$ cat src/aotf_pkg.sv
// Shared constants and types for the converter output test and format control block.
// Assumes a byte-wide register port decoded from the serial control port.
package aotf_pkg;

    // Register addresses.
    localparam logic [7:0] ADDR_PATTERN_SELECT = 8'h0d;
    localparam logic [7:0] ADDR_OUTPUT_FORMAT  = 8'h14;
    localparam logic [7:0] ADDR_DRIVER_TERM    = 8'h15;
    localparam logic [7:0] ADDR_CLOCK_PHASE    = 8'h16;
    localparam logic [7:0] ADDR_CUSTOM_A_LOW   = 8'h19;
    localparam logic [7:0] ADDR_CUSTOM_A_HIGH  = 8'h1a;
    localparam logic [7:0] ADDR_CUSTOM_B_LOW   = 8'h1b;
    localparam logic [7:0] ADDR_CUSTOM_B_HIGH  = 8'h1c;

    // Reset values.
    localparam logic [7:0] RST_PATTERN_SELECT = 8'h00;
    localparam logic [7:0] RST_OUTPUT_FORMAT  = 8'h00;
    localparam logic [7:0] RST_DRIVER_TERM    = 8'h00;
    localparam logic [7:0] RST_CLOCK_PHASE    = 8'h03;
    localparam logic [7:0] RST_CUSTOM_BYTE    = 8'h00;

    // Field positions.
    localparam int MODE_LSB       = 0;
    localparam int SHORT_RST_BIT  = 4;
    localparam int LONG_RST_BIT   = 5;
    localparam int FMT_LSB        = 0;
    localparam int INVERT_BIT     = 2;
    localparam int PHASE_LSB      = 0;

    // Writable bits of each register; the rest read as zero.
    localparam logic [7:0] MASK_PATTERN_SELECT = 8'hff;
    localparam logic [7:0] MASK_OUTPUT_FORMAT  = 8'h47;
    localparam logic [7:0] MASK_DRIVER_TERM    = 8'h30;
    localparam logic [7:0] MASK_CLOCK_PHASE    = 8'h0f;

    localparam int SAMPLE_W = 10;

    // Fixed pattern words, offset binary where format applies.
    localparam logic [9:0] WORD_MIDSCALE  = 10'h200;
    localparam logic [9:0] WORD_POS_FS    = 10'h3ff;
    localparam logic [9:0] WORD_NEG_FS    = 10'h000;
    localparam logic [9:0] WORD_CHECKER_A = 10'h2aa;
    localparam logic [9:0] WORD_CHECKER_B = 10'h155;
    localparam logic [9:0] WORD_ONES      = 10'h3ff;
    localparam logic [9:0] WORD_ZEROS     = 10'h000;
    localparam logic [9:0] WORD_BIT_TOG   = 10'h2aa;
    localparam logic [9:0] WORD_SYNC      = 10'h3e0;
    localparam logic [9:0] WORD_ONE_HIGH  = 10'h200;
    localparam logic [9:0] WORD_MIXED     = 10'h0a3;

    // Generator seeds; all ones keeps the sequences out of the lock-up state.
    localparam logic [22:0] SEED_LONG  = 23'h7fffff;
    localparam logic [8:0]  SEED_SHORT = 9'h1ff;

    typedef enum logic [3:0] {
        MODE_OFF       = 4'b0000,
        MODE_MIDSCALE  = 4'b0001,
        MODE_POS_FS    = 4'b0010,
        MODE_NEG_FS    = 4'b0011,
        MODE_CHECKER   = 4'b0100,
        MODE_PN_LONG   = 4'b0101,
        MODE_PN_SHORT  = 4'b0110,
        MODE_WORD_TOG  = 4'b0111,
        MODE_CUSTOM    = 4'b1000,
        MODE_BIT_TOG   = 4'b1001,
        MODE_SYNC      = 4'b1010,
        MODE_ONE_HIGH  = 4'b1011,
        MODE_MIXED     = 4'b1100
    } aotf_mode_t;

    localparam logic [1:0] FMT_OFFSET_BIN = 2'b00;
    localparam logic [1:0] FMT_TWOS_COMP  = 2'b01;

    // Settings that take effect together at a frame boundary.
    typedef struct packed {
        logic [3:0] mode;
        logic [1:0] fmt;
        logic       invert;
        logic [3:0] phase;
    } aotf_cfg_t;

endpackage : aotf_pkg

$ cat src/aotf_ctrl.sv
// Output test pattern, format and clock phase control for one converter output lane.
// Assumes register accesses arrive already decoded from the serial control port, and
// that frame_strobe pulses once per output word, synchronous to clk_sys.
//
// What this block does
// A test mode code of 1 to 12 replaces converted samples with the chosen pattern.
// Codes 0 to 4 give normal, midscale, plus full scale, minus full scale, checkerboard.
// Code 5 gives the order 23 sequence, code 6 the order 9 sequence.
// Code 7 toggles all-ones/zeros words, 8 user words, 9 alternating bits.
// Code 10 sync word, 11 single high bit, 12 mixed pattern in set format.
// Long sequence reset bit set holds that generator in reset; cleared lets it run.
// Short sequence reset bit set holds that generator in reset; cleared lets it run.
// Format field 00 gives offset binary, 01 gives twos complement.
// Invert bit set inverts every output data bit.
// Four-bit phase field steps output clock by 60 degrees, resetting to 180.
// Software writes only phase codes 0 through 10.
// Phase only picks the divider phase; data latching timing stays the same.
// User words come from two 16-bit registers, byte pairs, reset to zero.
// Mode, format and phase changes apply only at the next frame boundary.
`timescale 1ns/1ns
`default_nettype none

module aotf_ctrl (
    // Clock and reset.
    input  wire logic                 clk_sys,
    input  wire logic                 reset_n,
    // Register port from the serial control interface.
    input  wire logic                 reg_wr_en,
    input  wire logic [7:0]           reg_addr,
    input  wire logic [7:0]           reg_wr_data,
    output logic      [7:0]           reg_rd_data,
    // Converted samples, one per frame.
    input  wire logic                 frame_strobe,
    input  wire logic [9:0]           sample_in,
    // Output words, clock phase select and driver termination.
    output logic      [9:0]           data_out,
    output logic                      data_valid,
    output logic      [3:0]           out_clk_phase,
    output logic      [1:0]           driver_term
);

    // Reset release through two flops.
    logic rst_meta;
    logic rst_sync_n;
    always_ff @(posedge clk_sys or negedge reset_n) begin
        if (!reset_n) begin
            rst_meta   <= 1'b0;
            rst_sync_n <= 1'b0;
        end else begin
            rst_meta   <= 1'b1;
            rst_sync_n <= rst_meta;
        end
    end

    function automatic logic [9:0] apply_format(input logic [9:0] w, input logic [1:0] fmt);
        // Twos complement of an offset binary word is the word with its sign bit flipped.
        apply_format = (fmt == aotf_pkg::FMT_TWOS_COMP) ? {~w[9], w[8:0]} : w;
    endfunction : apply_format

    // Register group.
    logic [7:0] pattern_select_and_gen_reset;
    logic [7:0] output_format_config;
    logic [7:0] driver_termination_config;
    logic [7:0] clock_phase_select;
    logic [7:0] custom_word_a_low;
    logic [7:0] custom_word_a_high;
    logic [7:0] custom_word_b_low;
    logic [7:0] custom_word_b_high;
    logic [7:0] next_pattern_select_and_gen_reset;
    logic [7:0] next_output_format_config;
    logic [7:0] next_driver_termination_config;
    logic [7:0] next_clock_phase_select;
    logic [7:0] next_custom_word_a_low;
    logic [7:0] next_custom_word_a_high;
    logic [7:0] next_custom_word_b_low;
    logic [7:0] next_custom_word_b_high;
    logic [7:0] next_reg_rd_data;

    always_comb begin
        next_pattern_select_and_gen_reset = pattern_select_and_gen_reset;
        next_output_format_config         = output_format_config;
        next_driver_termination_config    = driver_termination_config;
        next_clock_phase_select           = clock_phase_select;
        next_custom_word_a_low            = custom_word_a_low;
        next_custom_word_a_high           = custom_word_a_high;
        next_custom_word_b_low            = custom_word_b_low;
        next_custom_word_b_high           = custom_word_b_high;
        if (reg_wr_en) begin
            unique case (reg_addr)
                aotf_pkg::ADDR_PATTERN_SELECT:
                    next_pattern_select_and_gen_reset = reg_wr_data & aotf_pkg::MASK_PATTERN_SELECT;
                aotf_pkg::ADDR_OUTPUT_FORMAT:
                    next_output_format_config = reg_wr_data & aotf_pkg::MASK_OUTPUT_FORMAT;
                aotf_pkg::ADDR_DRIVER_TERM:
                    next_driver_termination_config = reg_wr_data & aotf_pkg::MASK_DRIVER_TERM;
                // Codes above 1010 are the writer's fault and are stored as written.
                aotf_pkg::ADDR_CLOCK_PHASE:
                    next_clock_phase_select = reg_wr_data & aotf_pkg::MASK_CLOCK_PHASE;
                aotf_pkg::ADDR_CUSTOM_A_LOW:  next_custom_word_a_low  = reg_wr_data;
                aotf_pkg::ADDR_CUSTOM_A_HIGH: next_custom_word_a_high = reg_wr_data;
                aotf_pkg::ADDR_CUSTOM_B_LOW:  next_custom_word_b_low  = reg_wr_data;
                aotf_pkg::ADDR_CUSTOM_B_HIGH: next_custom_word_b_high = reg_wr_data;
                default: ;
            endcase
        end
        unique case (reg_addr)
            aotf_pkg::ADDR_PATTERN_SELECT: next_reg_rd_data = pattern_select_and_gen_reset;
            aotf_pkg::ADDR_OUTPUT_FORMAT:  next_reg_rd_data = output_format_config;
            aotf_pkg::ADDR_DRIVER_TERM:    next_reg_rd_data = driver_termination_config;
            aotf_pkg::ADDR_CLOCK_PHASE:    next_reg_rd_data = clock_phase_select;
            aotf_pkg::ADDR_CUSTOM_A_LOW:   next_reg_rd_data = custom_word_a_low;
            aotf_pkg::ADDR_CUSTOM_A_HIGH:  next_reg_rd_data = custom_word_a_high;
            aotf_pkg::ADDR_CUSTOM_B_LOW:   next_reg_rd_data = custom_word_b_low;
            aotf_pkg::ADDR_CUSTOM_B_HIGH:  next_reg_rd_data = custom_word_b_high;
            default:                       next_reg_rd_data = 8'h00;
        endcase
    end

    always_ff @(posedge clk_sys or negedge rst_sync_n) begin
        if (!rst_sync_n) begin
            pattern_select_and_gen_reset <= aotf_pkg::RST_PATTERN_SELECT;
            output_format_config         <= aotf_pkg::RST_OUTPUT_FORMAT;
            driver_termination_config    <= aotf_pkg::RST_DRIVER_TERM;
            clock_phase_select           <= aotf_pkg::RST_CLOCK_PHASE;
            custom_word_a_low            <= aotf_pkg::RST_CUSTOM_BYTE;
            custom_word_a_high           <= aotf_pkg::RST_CUSTOM_BYTE;
            custom_word_b_low            <= aotf_pkg::RST_CUSTOM_BYTE;
            custom_word_b_high           <= aotf_pkg::RST_CUSTOM_BYTE;
            reg_rd_data                  <= 8'h00;
        end else begin
            pattern_select_and_gen_reset <= next_pattern_select_and_gen_reset;
            output_format_config         <= next_output_format_config;
            driver_termination_config    <= next_driver_termination_config;
            clock_phase_select           <= next_clock_phase_select;
            custom_word_a_low            <= next_custom_word_a_low;
            custom_word_a_high           <= next_custom_word_a_high;
            custom_word_b_low            <= next_custom_word_b_low;
            custom_word_b_high           <= next_custom_word_b_high;
            reg_rd_data                  <= next_reg_rd_data;
        end
    end

    // Output group: settings, generators and the output word.
    aotf_pkg::aotf_cfg_t cfg_live;
    aotf_pkg::aotf_cfg_t cfg_act;
    aotf_pkg::aotf_cfg_t next_cfg_act;
    logic [22:0]         pn_long;
    logic [22:0]         next_pn_long;
    logic [8:0]          pn_short;
    logic [8:0]          next_pn_short;
    logic                alt_sel;
    logic                next_alt_sel;
    logic [9:0]          pattern_word;
    logic [9:0]          next_data_out;
    logic                next_data_valid;
    logic [1:0]          next_driver_term;
    logic                hold_long;
    logic                hold_short;

    always_comb begin
        cfg_live.mode   = pattern_select_and_gen_reset[aotf_pkg::MODE_LSB +: 4];
        cfg_live.fmt    = output_format_config[aotf_pkg::FMT_LSB +: 2];
        cfg_live.invert = output_format_config[aotf_pkg::INVERT_BIT];
        cfg_live.phase  = clock_phase_select[aotf_pkg::PHASE_LSB +: 4];
        hold_long       = pattern_select_and_gen_reset[aotf_pkg::LONG_RST_BIT];
        hold_short      = pattern_select_and_gen_reset[aotf_pkg::SHORT_RST_BIT];

        // Settings are sampled only on a frame so a word is never split across two settings.
        next_cfg_act = frame_strobe ? cfg_live : cfg_act;
        next_alt_sel = frame_strobe ? ~alt_sel : alt_sel;

        // Generators step once per frame, so each output word is a fresh sequence value.
        if (hold_long) begin
            next_pn_long = aotf_pkg::SEED_LONG;
        end else if (frame_strobe) begin
            next_pn_long = {pn_long[21:0], pn_long[22] ^ pn_long[17]};
        end else begin
            next_pn_long = pn_long;
        end
        if (hold_short) begin
            next_pn_short = aotf_pkg::SEED_SHORT;
        end else if (frame_strobe) begin
            next_pn_short = {pn_short[7:0], pn_short[8] ^ pn_short[4]};
        end else begin
            next_pn_short = pn_short;
        end

        unique case (cfg_live.mode)
            aotf_pkg::MODE_OFF:      pattern_word = apply_format(sample_in, cfg_live.fmt);
            aotf_pkg::MODE_MIDSCALE: pattern_word = apply_format(aotf_pkg::WORD_MIDSCALE, cfg_live.fmt);
            aotf_pkg::MODE_POS_FS:   pattern_word = apply_format(aotf_pkg::WORD_POS_FS, cfg_live.fmt);
            aotf_pkg::MODE_NEG_FS:   pattern_word = apply_format(aotf_pkg::WORD_NEG_FS, cfg_live.fmt);
            aotf_pkg::MODE_CHECKER:  pattern_word = alt_sel ? aotf_pkg::WORD_CHECKER_B
                                                            : aotf_pkg::WORD_CHECKER_A;
            aotf_pkg::MODE_PN_LONG:  pattern_word = pn_long[9:0];
            aotf_pkg::MODE_PN_SHORT: pattern_word = {1'b0, pn_short};
            aotf_pkg::MODE_WORD_TOG: pattern_word = alt_sel ? aotf_pkg::WORD_ZEROS : aotf_pkg::WORD_ONES;
            aotf_pkg::MODE_CUSTOM:   pattern_word = alt_sel ? {custom_word_b_high, custom_word_b_low[7:6]}
                                                            : {custom_word_a_high, custom_word_a_low[7:6]};
            aotf_pkg::MODE_BIT_TOG:  pattern_word = aotf_pkg::WORD_BIT_TOG;
            aotf_pkg::MODE_SYNC:     pattern_word = aotf_pkg::WORD_SYNC;
            aotf_pkg::MODE_ONE_HIGH: pattern_word = aotf_pkg::WORD_ONE_HIGH;
            aotf_pkg::MODE_MIXED:    pattern_word = apply_format(aotf_pkg::WORD_MIXED, cfg_live.fmt);
            // Codes 1101 to 1111 are undefined; normal data is the safe choice.
            default:                 pattern_word = apply_format(sample_in, cfg_live.fmt);
        endcase

        if (frame_strobe) begin
            next_data_out = cfg_live.invert ? ~pattern_word : pattern_word;
        end else begin
            next_data_out = data_out;
        end
        next_data_valid  = frame_strobe;
        next_driver_term = driver_termination_config[5:4];
    end

    always_ff @(posedge clk_sys or negedge rst_sync_n) begin
        if (!rst_sync_n) begin
            cfg_act     <= '{mode: 4'h0, fmt: 2'h0, invert: 1'b0, phase: aotf_pkg::RST_CLOCK_PHASE[3:0]};
            pn_long     <= aotf_pkg::SEED_LONG;
            pn_short    <= aotf_pkg::SEED_SHORT;
            alt_sel     <= 1'b0;
            data_out    <= 10'h000;
            data_valid  <= 1'b0;
            driver_term <= 2'h0;
        end else begin
            cfg_act     <= next_cfg_act;
            pn_long     <= next_pn_long;
            pn_short    <= next_pn_short;
            alt_sel     <= next_alt_sel;
            data_out    <= next_data_out;
            data_valid  <= next_data_valid;
            driver_term <= next_driver_term;
        end
    end

    // The phase output only steers the divider tap; data timing does not depend on it.
    always_ff @(posedge clk_sys or negedge rst_sync_n) begin
        if (!rst_sync_n) begin
            out_clk_phase <= aotf_pkg::RST_CLOCK_PHASE[3:0];
        end else begin
            out_clk_phase <= next_cfg_act.phase;
        end
    end

endmodule : aotf_ctrl
`default_nettype wire

$ cat config.mk
export PLATFORM = sky130hd
export DESIGN_NAME = aotf_ctrl
export DESIGN_NICKNAME = d
export VERILOG_FILES = /design/src/aotf_pkg.sv /design/src/aotf_ctrl.sv
export SDC_FILE = /design/constraint.sdc
export NUM_CORES = 1
export LEC_CHECK = 0
export BUFFER_PORTS_ARGS = -buffer_cell sky130_fd_sc_hd__buf_2
export CAP_MARGIN = 20
export CORE_MARGIN = 2
export CORE_UTILIZATION = 50
export DETAILED_ROUTE_END_ITERATION = 8
export GPL_TIMING_DRIVEN = 0
export HOLD_SLACK_MARGIN = 0.02
export PLACE_DENSITY = 0.67
export SLEW_MARGIN = 10
export SYNTH_ARGS = -nofsm -noshare
export SYNTH_HDL_FRONTEND = slang
export SYNTH_SLANG_ARGS = --single-unit
$ cat constraint.sdc
create_clock -name clk_sys -period 6.25 [get_ports clk_sys]
set_input_delay 0.3125 -clock clk_sys [delete_from_list [all_inputs] [get_ports clk_sys]]
set_output_delay 0.3125 -clock clk_sys [all_outputs]
set_load 0.05 [all_outputs]
## Word level (Yosys, flattened, before mapping)

Cells that the tools add are included.

- Reduce and logical (&&, ||, !) cells: 10
- Multiplexer cells: 15
- Equality and inequality tests: 21
- Bitwise gates (word level): 5

Operators by type and width:

| operator | count |
|---|---|
| 10-bit case mux with 12 select lines | 1 |
| 10-bit two-way mux | 9 |
| 8-bit case mux with 8 select lines | 1 |
| 8-bit by 5-bit equality test with 1-bit output (second input constant) | 7 |
| 23-bit two-way mux | 2 |
| 4-bit equality test (second input constant) | 5 |
| 9-bit two-way mux | 2 |
| 4-bit by 3-bit equality test with 1-bit output (second input constant) | 4 |
| 2-bit AND reduction | 8 |
| 10-bit inverter | 1 |
| 4-bit by 2-bit equality test with 1-bit output (second input constant) | 2 |
| 8-bit by 4-bit equality test with 1-bit output (second input constant) | 1 |
| 4-bit by 1-bit equality test with 1-bit output (second input constant) | 1 |
| 2-bit nonzero test | 2 |
| 2-bit by 1-bit equality test with 1-bit output (second input constant) | 1 |
| 1-bit inverter | 2 |
| 1-bit bitwise XOR | 2 |

- Register bits after elaboration: 110
- Logic and storage cells: 69

## Depth between registers and ports, before layout

- Word-level depth: 5
- Depth in mapped cells: 8
- Depth with buffers taken out: 6

## Least setup slack after synthesis

Ideal clock, no wire load.

- Path type: input port to flip-flop
- From: in reg_addr[1]
- To: reg pattern_select_and_gen_reset[0]
- Arrival time: 1.677 ns
- Required time: 6.123 ns
- Stages on the path: 7
- Slack: 4.446 ns
- Cell sequence: buf_2 -> and2b_1 -> nand3_1 -> nor2_2 -> and3_1 -> buf_4 -> mux2_1

- Longest elaborated chain between the ends: 2

Ends and longest elaborated chain:

| item | line | RTL |
|---|---|---|
| start: declaration | aotf_ctrl.sv:29 | `input wire logic [7:0] reg_addr,` |
| 8-bit by 4-bit equality test with 1-bit output | aotf_ctrl.sv:89 | `unique case (reg_addr)` |
| 2-bit AND reduction (no source line) | n/a |  |
| end signal: assignment | aotf_ctrl.sv:121 | `pattern_select_and_gen_reset <= aotf_pkg::RST_PATTERN_SELECT;` |
| end signal: assignment | aotf_ctrl.sv:131 | `pattern_select_and_gen_reset <= next_pattern_select_and_gen_reset;` |
| end: declaration | aotf_ctrl.sv:61 | `logic [7:0] pattern_select_and_gen_reset;` |

Every way passes these cells.
A chain may end at the register's enable or synchronous reset.

==> summary.txt <==
Synthesis
  • Most common cell in the netlist: dfrtp_1
  • Seq/Total Area, Yosys: 0.515
  • Synth Area in Simple Gates: 0.128
  • EDFF count, synth: 0
  • Synth area leaders: dfrtp_1, dfstp_2, mux2_1
  • XOR/XNOR Fraction of Synth Area: 0.0242
  • Post-synthesis mux area share: 0.138
  • Adder-Cell Fraction of Synth Area: 0
  • FFs w/ async S/R, synth: 1.00
  • Synthesized area per cell: 11.6 sq um
  • Distinct cells, synth: 60
  • Largest area contributor in the netlist: dfrtp_1
  • Synth Register Bits: 110
  • Synth Flop Type: dfrtp_1
  • Compound-cell area share of the yosys netlist: 0.159
  • Mapped Nets: 498
  • Synth top area share: 0.341
  • Top cells by instance count after synthesis: dfrtp_1, dfstp_2, nor2b_1
  • Syn Inst Count: 468
  • Synthesis Warnings: 0
  • Largest family of logic cells by synthesized area: compound AO/OA/AOI/OAI gates
  • Netlist Area Pre-Place: 5430 sq um

STA
  • Final setup viols: 0
  • Hold Violations, Final: 0
  • Setup TNS: 0 ns
  • Worst-Margin Slew: 0.795 ns
  • RSZ-0062 raised after global routing: no
  • Clock skew: 0.0114 ns
  • Fin. max-slew vios: 0
  • Slew HR: 0.470
  • Final period util: 0.362
  • Tmin final: 2.26 ns
  • Fmax: 442 MHz

Cells and area
  • Non-Filler Instances: 678
  • Fillers: 928
  • Antenna fix cells: 0
  • Final Cell Area: 6100 sq um
  • Synth-to-Final Area Change: 12.3%
  • Biggest regs: pn_long x23, data_out x10, pn_short x9
  • Max reg flops: 23
  • Finished Core Util: 0.570
  • Largest reg by FF count: pn_long
  • Share of cells above drive strength 1: 0.296
  • Nets: 563

Worst hold path
  • Hold WC Path Type: in2reg
  • Hold Crit Start: reg_wr_data[7]
  • WHS Endpoint: pattern_select_and_gen_reset[7]
  • Hold Path Stages: 2

Placement
  • Port Buffers: 51
  • Placed Area: 5890 sq um
  • DP HPWL: 9230 um
  • Final GP Congestion: 0.877
  • Placed cells: 660

Power
  • P_leak: 2.91 nW
  • Switching Fraction: 0.313
  • Sequential power share: 0.532
  • Pwr/cell area: 284 nW/um^2
  • P_int: 0.00119 W
  • Clk network pwr share: 0.240
  • Switching pwr: 0.000542 W
  • Worst vdd ir: 0.000220 V
  • Comb pwr share: 0.227

Die
  • Core Area: 10,700 sq um
  • Core Rows: 38
  • Initial Utilization: 0.507
  • IO Count: 55
  • Die height: 108 um
  • Full die area: 11,700 sq um
  • Die width: 108 um

Global route
  • Met2 global-route usage: 0.363
  • First-pass GRT wire length: 20,600 um
  • Met3 usage: 0.0561
  • GR Util All Layers: 0.233
  • Gr busiest metal: met2
  • Number of global-route vias before repair: 3,836
  • Initial antenna violation count: 0
  • GR Util met1: 0.321
  • Largest net degree at the start of global routing: 63
  • Total grt overflow: 0

CTS
  • CTS H-tree depth: 3
  • Root buf cell: clkbuf_8
  • CTS buffer count: 9
  • Resized cells post-CTS: 0
  • Clock tree buffer depth: 2
  • Clk sinks: 110
  • Clock latency on the worst-skew pair: 0.39 ns
  • CTS tree: yes
  • Clock Pin Slew Worst Setup and Hold Paths: 0.10 ns

Detailed routing
  • Final wirelength: 13,000 um
  • Initial DRC Count: 335
  • Vias per cell: 5.88
  • Drt first pass iters: 4
  • DRT antenna net count: 0
  • Drt drc: 0
  • WL/cell: 19.1 um
  • DR vias: 3,985

Worst setup path
  • CP bufs+invs: 5
  • CP required: 6.56 ns
  • Critical path's top delay family: buffers and inverters
  • Reg2Reg Depth: 7
  • Worst setup path start: frame_strobe
  • Reg2reg setup slack: 4.32 ns
  • Most numerous cell on the critical path: clkbuf_1
  • Worst-path fanout max: 10
  • Reg-to-Reg End: data_out[2]
  • Cell-by-cell trace of the critical path: dlygate4sd3_1 -> buf_2 -> clkbuf_1 -> clkbuf_1 -> clkbuf_1 -> nor2_1 -> a21oi_1
  • CP max stage delay: 0.61 ns
  • Worst path slowest cell: clkbuf_1
  • Endpoint type of the worst setup path: flip-flop
  • Critical path startpoint category: input pin
  • Crit Path Class: in2reg
  • RR Startpoint: pattern_select_and_gen_reset[2]
  • Arrival time at the worst endpoint: 2.58 ns

Status
  • Status: completed

Flow run
  • Max-Cap Viols: 0
-- worst register-to-register path, delay by kind of cell (launching register included) --
| family | cells | cell delay (ns) |
|---|---|---|
| simple gates | 2 | 0.56 |
| xor+xnor | 1 | 0.16 |
| compound gates | 3 | 0.61 |
| flops | 1 | 0.37 |
| buf+inv | 1 | 0.18 |
-- cells in the final DEF, fill, tap and decap left out, types with 18 or more instances in the layout --
cell type and n:
nor2b_1 35, nor2_1 23, dfrtp_1 73, mux2_2 23, mux2_1 30, a211o_1 31
a21oi_1 19, clkbuf_1 18, buf_2 63, dfstp_2 36
-- kinds of logic (layout without fill, tap and decap cells) --
| logic type | Yosys count | after routing |
|---|---|---|
| compound gates | 114 | 114 |
| simple gates | 121 | 121 |
| mux | 67 | 67 |
| other cells | 1 | 1 |
| xor+xnor | 15 | 15 |
| buf+inv | 40 | 110 |
| flops | 110 | 110 |
-- power groups by stage --
stage / sequential (W) / combinational [W] / clock, W
3_3_place_gp: 0.000934 / 0.000377 / 0
2_1_floorplan: 0.000969 / 0.000245 / 0
5_1_grt: 0.000934 / 0.000427 / 0.000461
6_report: 0.000921 / 0.000393 / 0.000416
3_5_place_dp: 0.000934 / 0.000392 / 0
4_1_cts: 0.000921 / 0.000395 / 0.000428
-- metal layers --
layer | vias up | wire length, um
li1 | 1840 | -
met1 | 2011 | 5740
met2 | 113 | 6160
met3 | 21 | 764
met4 | 0 | 320
met5 | - | 0
-- layout make-up --
class | count | area (sq um) | share of cell area
Buffer | 36 | 173 | 0.0283
Clock buffer | 13 | 159 | 0.0261
Clock inverter | 3 | 26.3 | 0.00431
Inverter | 4 | 15.0 | 0.00246
Multi-Input combinational cell | 318 | 2440 | 0.401
Sequential cell | 110 | 2800 | 0.460
Tap cell | 140 | 175 | 0.0287
Timing Repair Buffer | 54 | 303 | 0.0497
-- what timing repair did --
item	in CTS	in global routing
endpoints found under the hold margin	3	0
setup buffers	0	0
hold buffers	2	0
-- how the worst max path moves through the flow --
stage	depth (start not counted)	slack, ns	to
detailed placement	6	4.03	custom_word_b_low[3]
floorplan	0	3.02	alt_sel
CTS	7	4.02	data_out[4]
global route	7	3.76	data_out[2]
finish	7	3.99	data_out[4]
global placement	0	1.83	data_out[6]
-- through the flow --
step	power (W)	setup slack, ns	hold slack, ns
floorplan	0.00121	3.02	0.0169
global placement	0.00131	1.83	0.0973
detailed placement	0.00133	4.03	0.0986
CTS	0.00174	4.02	0.184
global route	0.00182	3.76	0.200
finish	0.00173	3.99	0.205
Note: power is estimated with default switching activity, not from simulation.
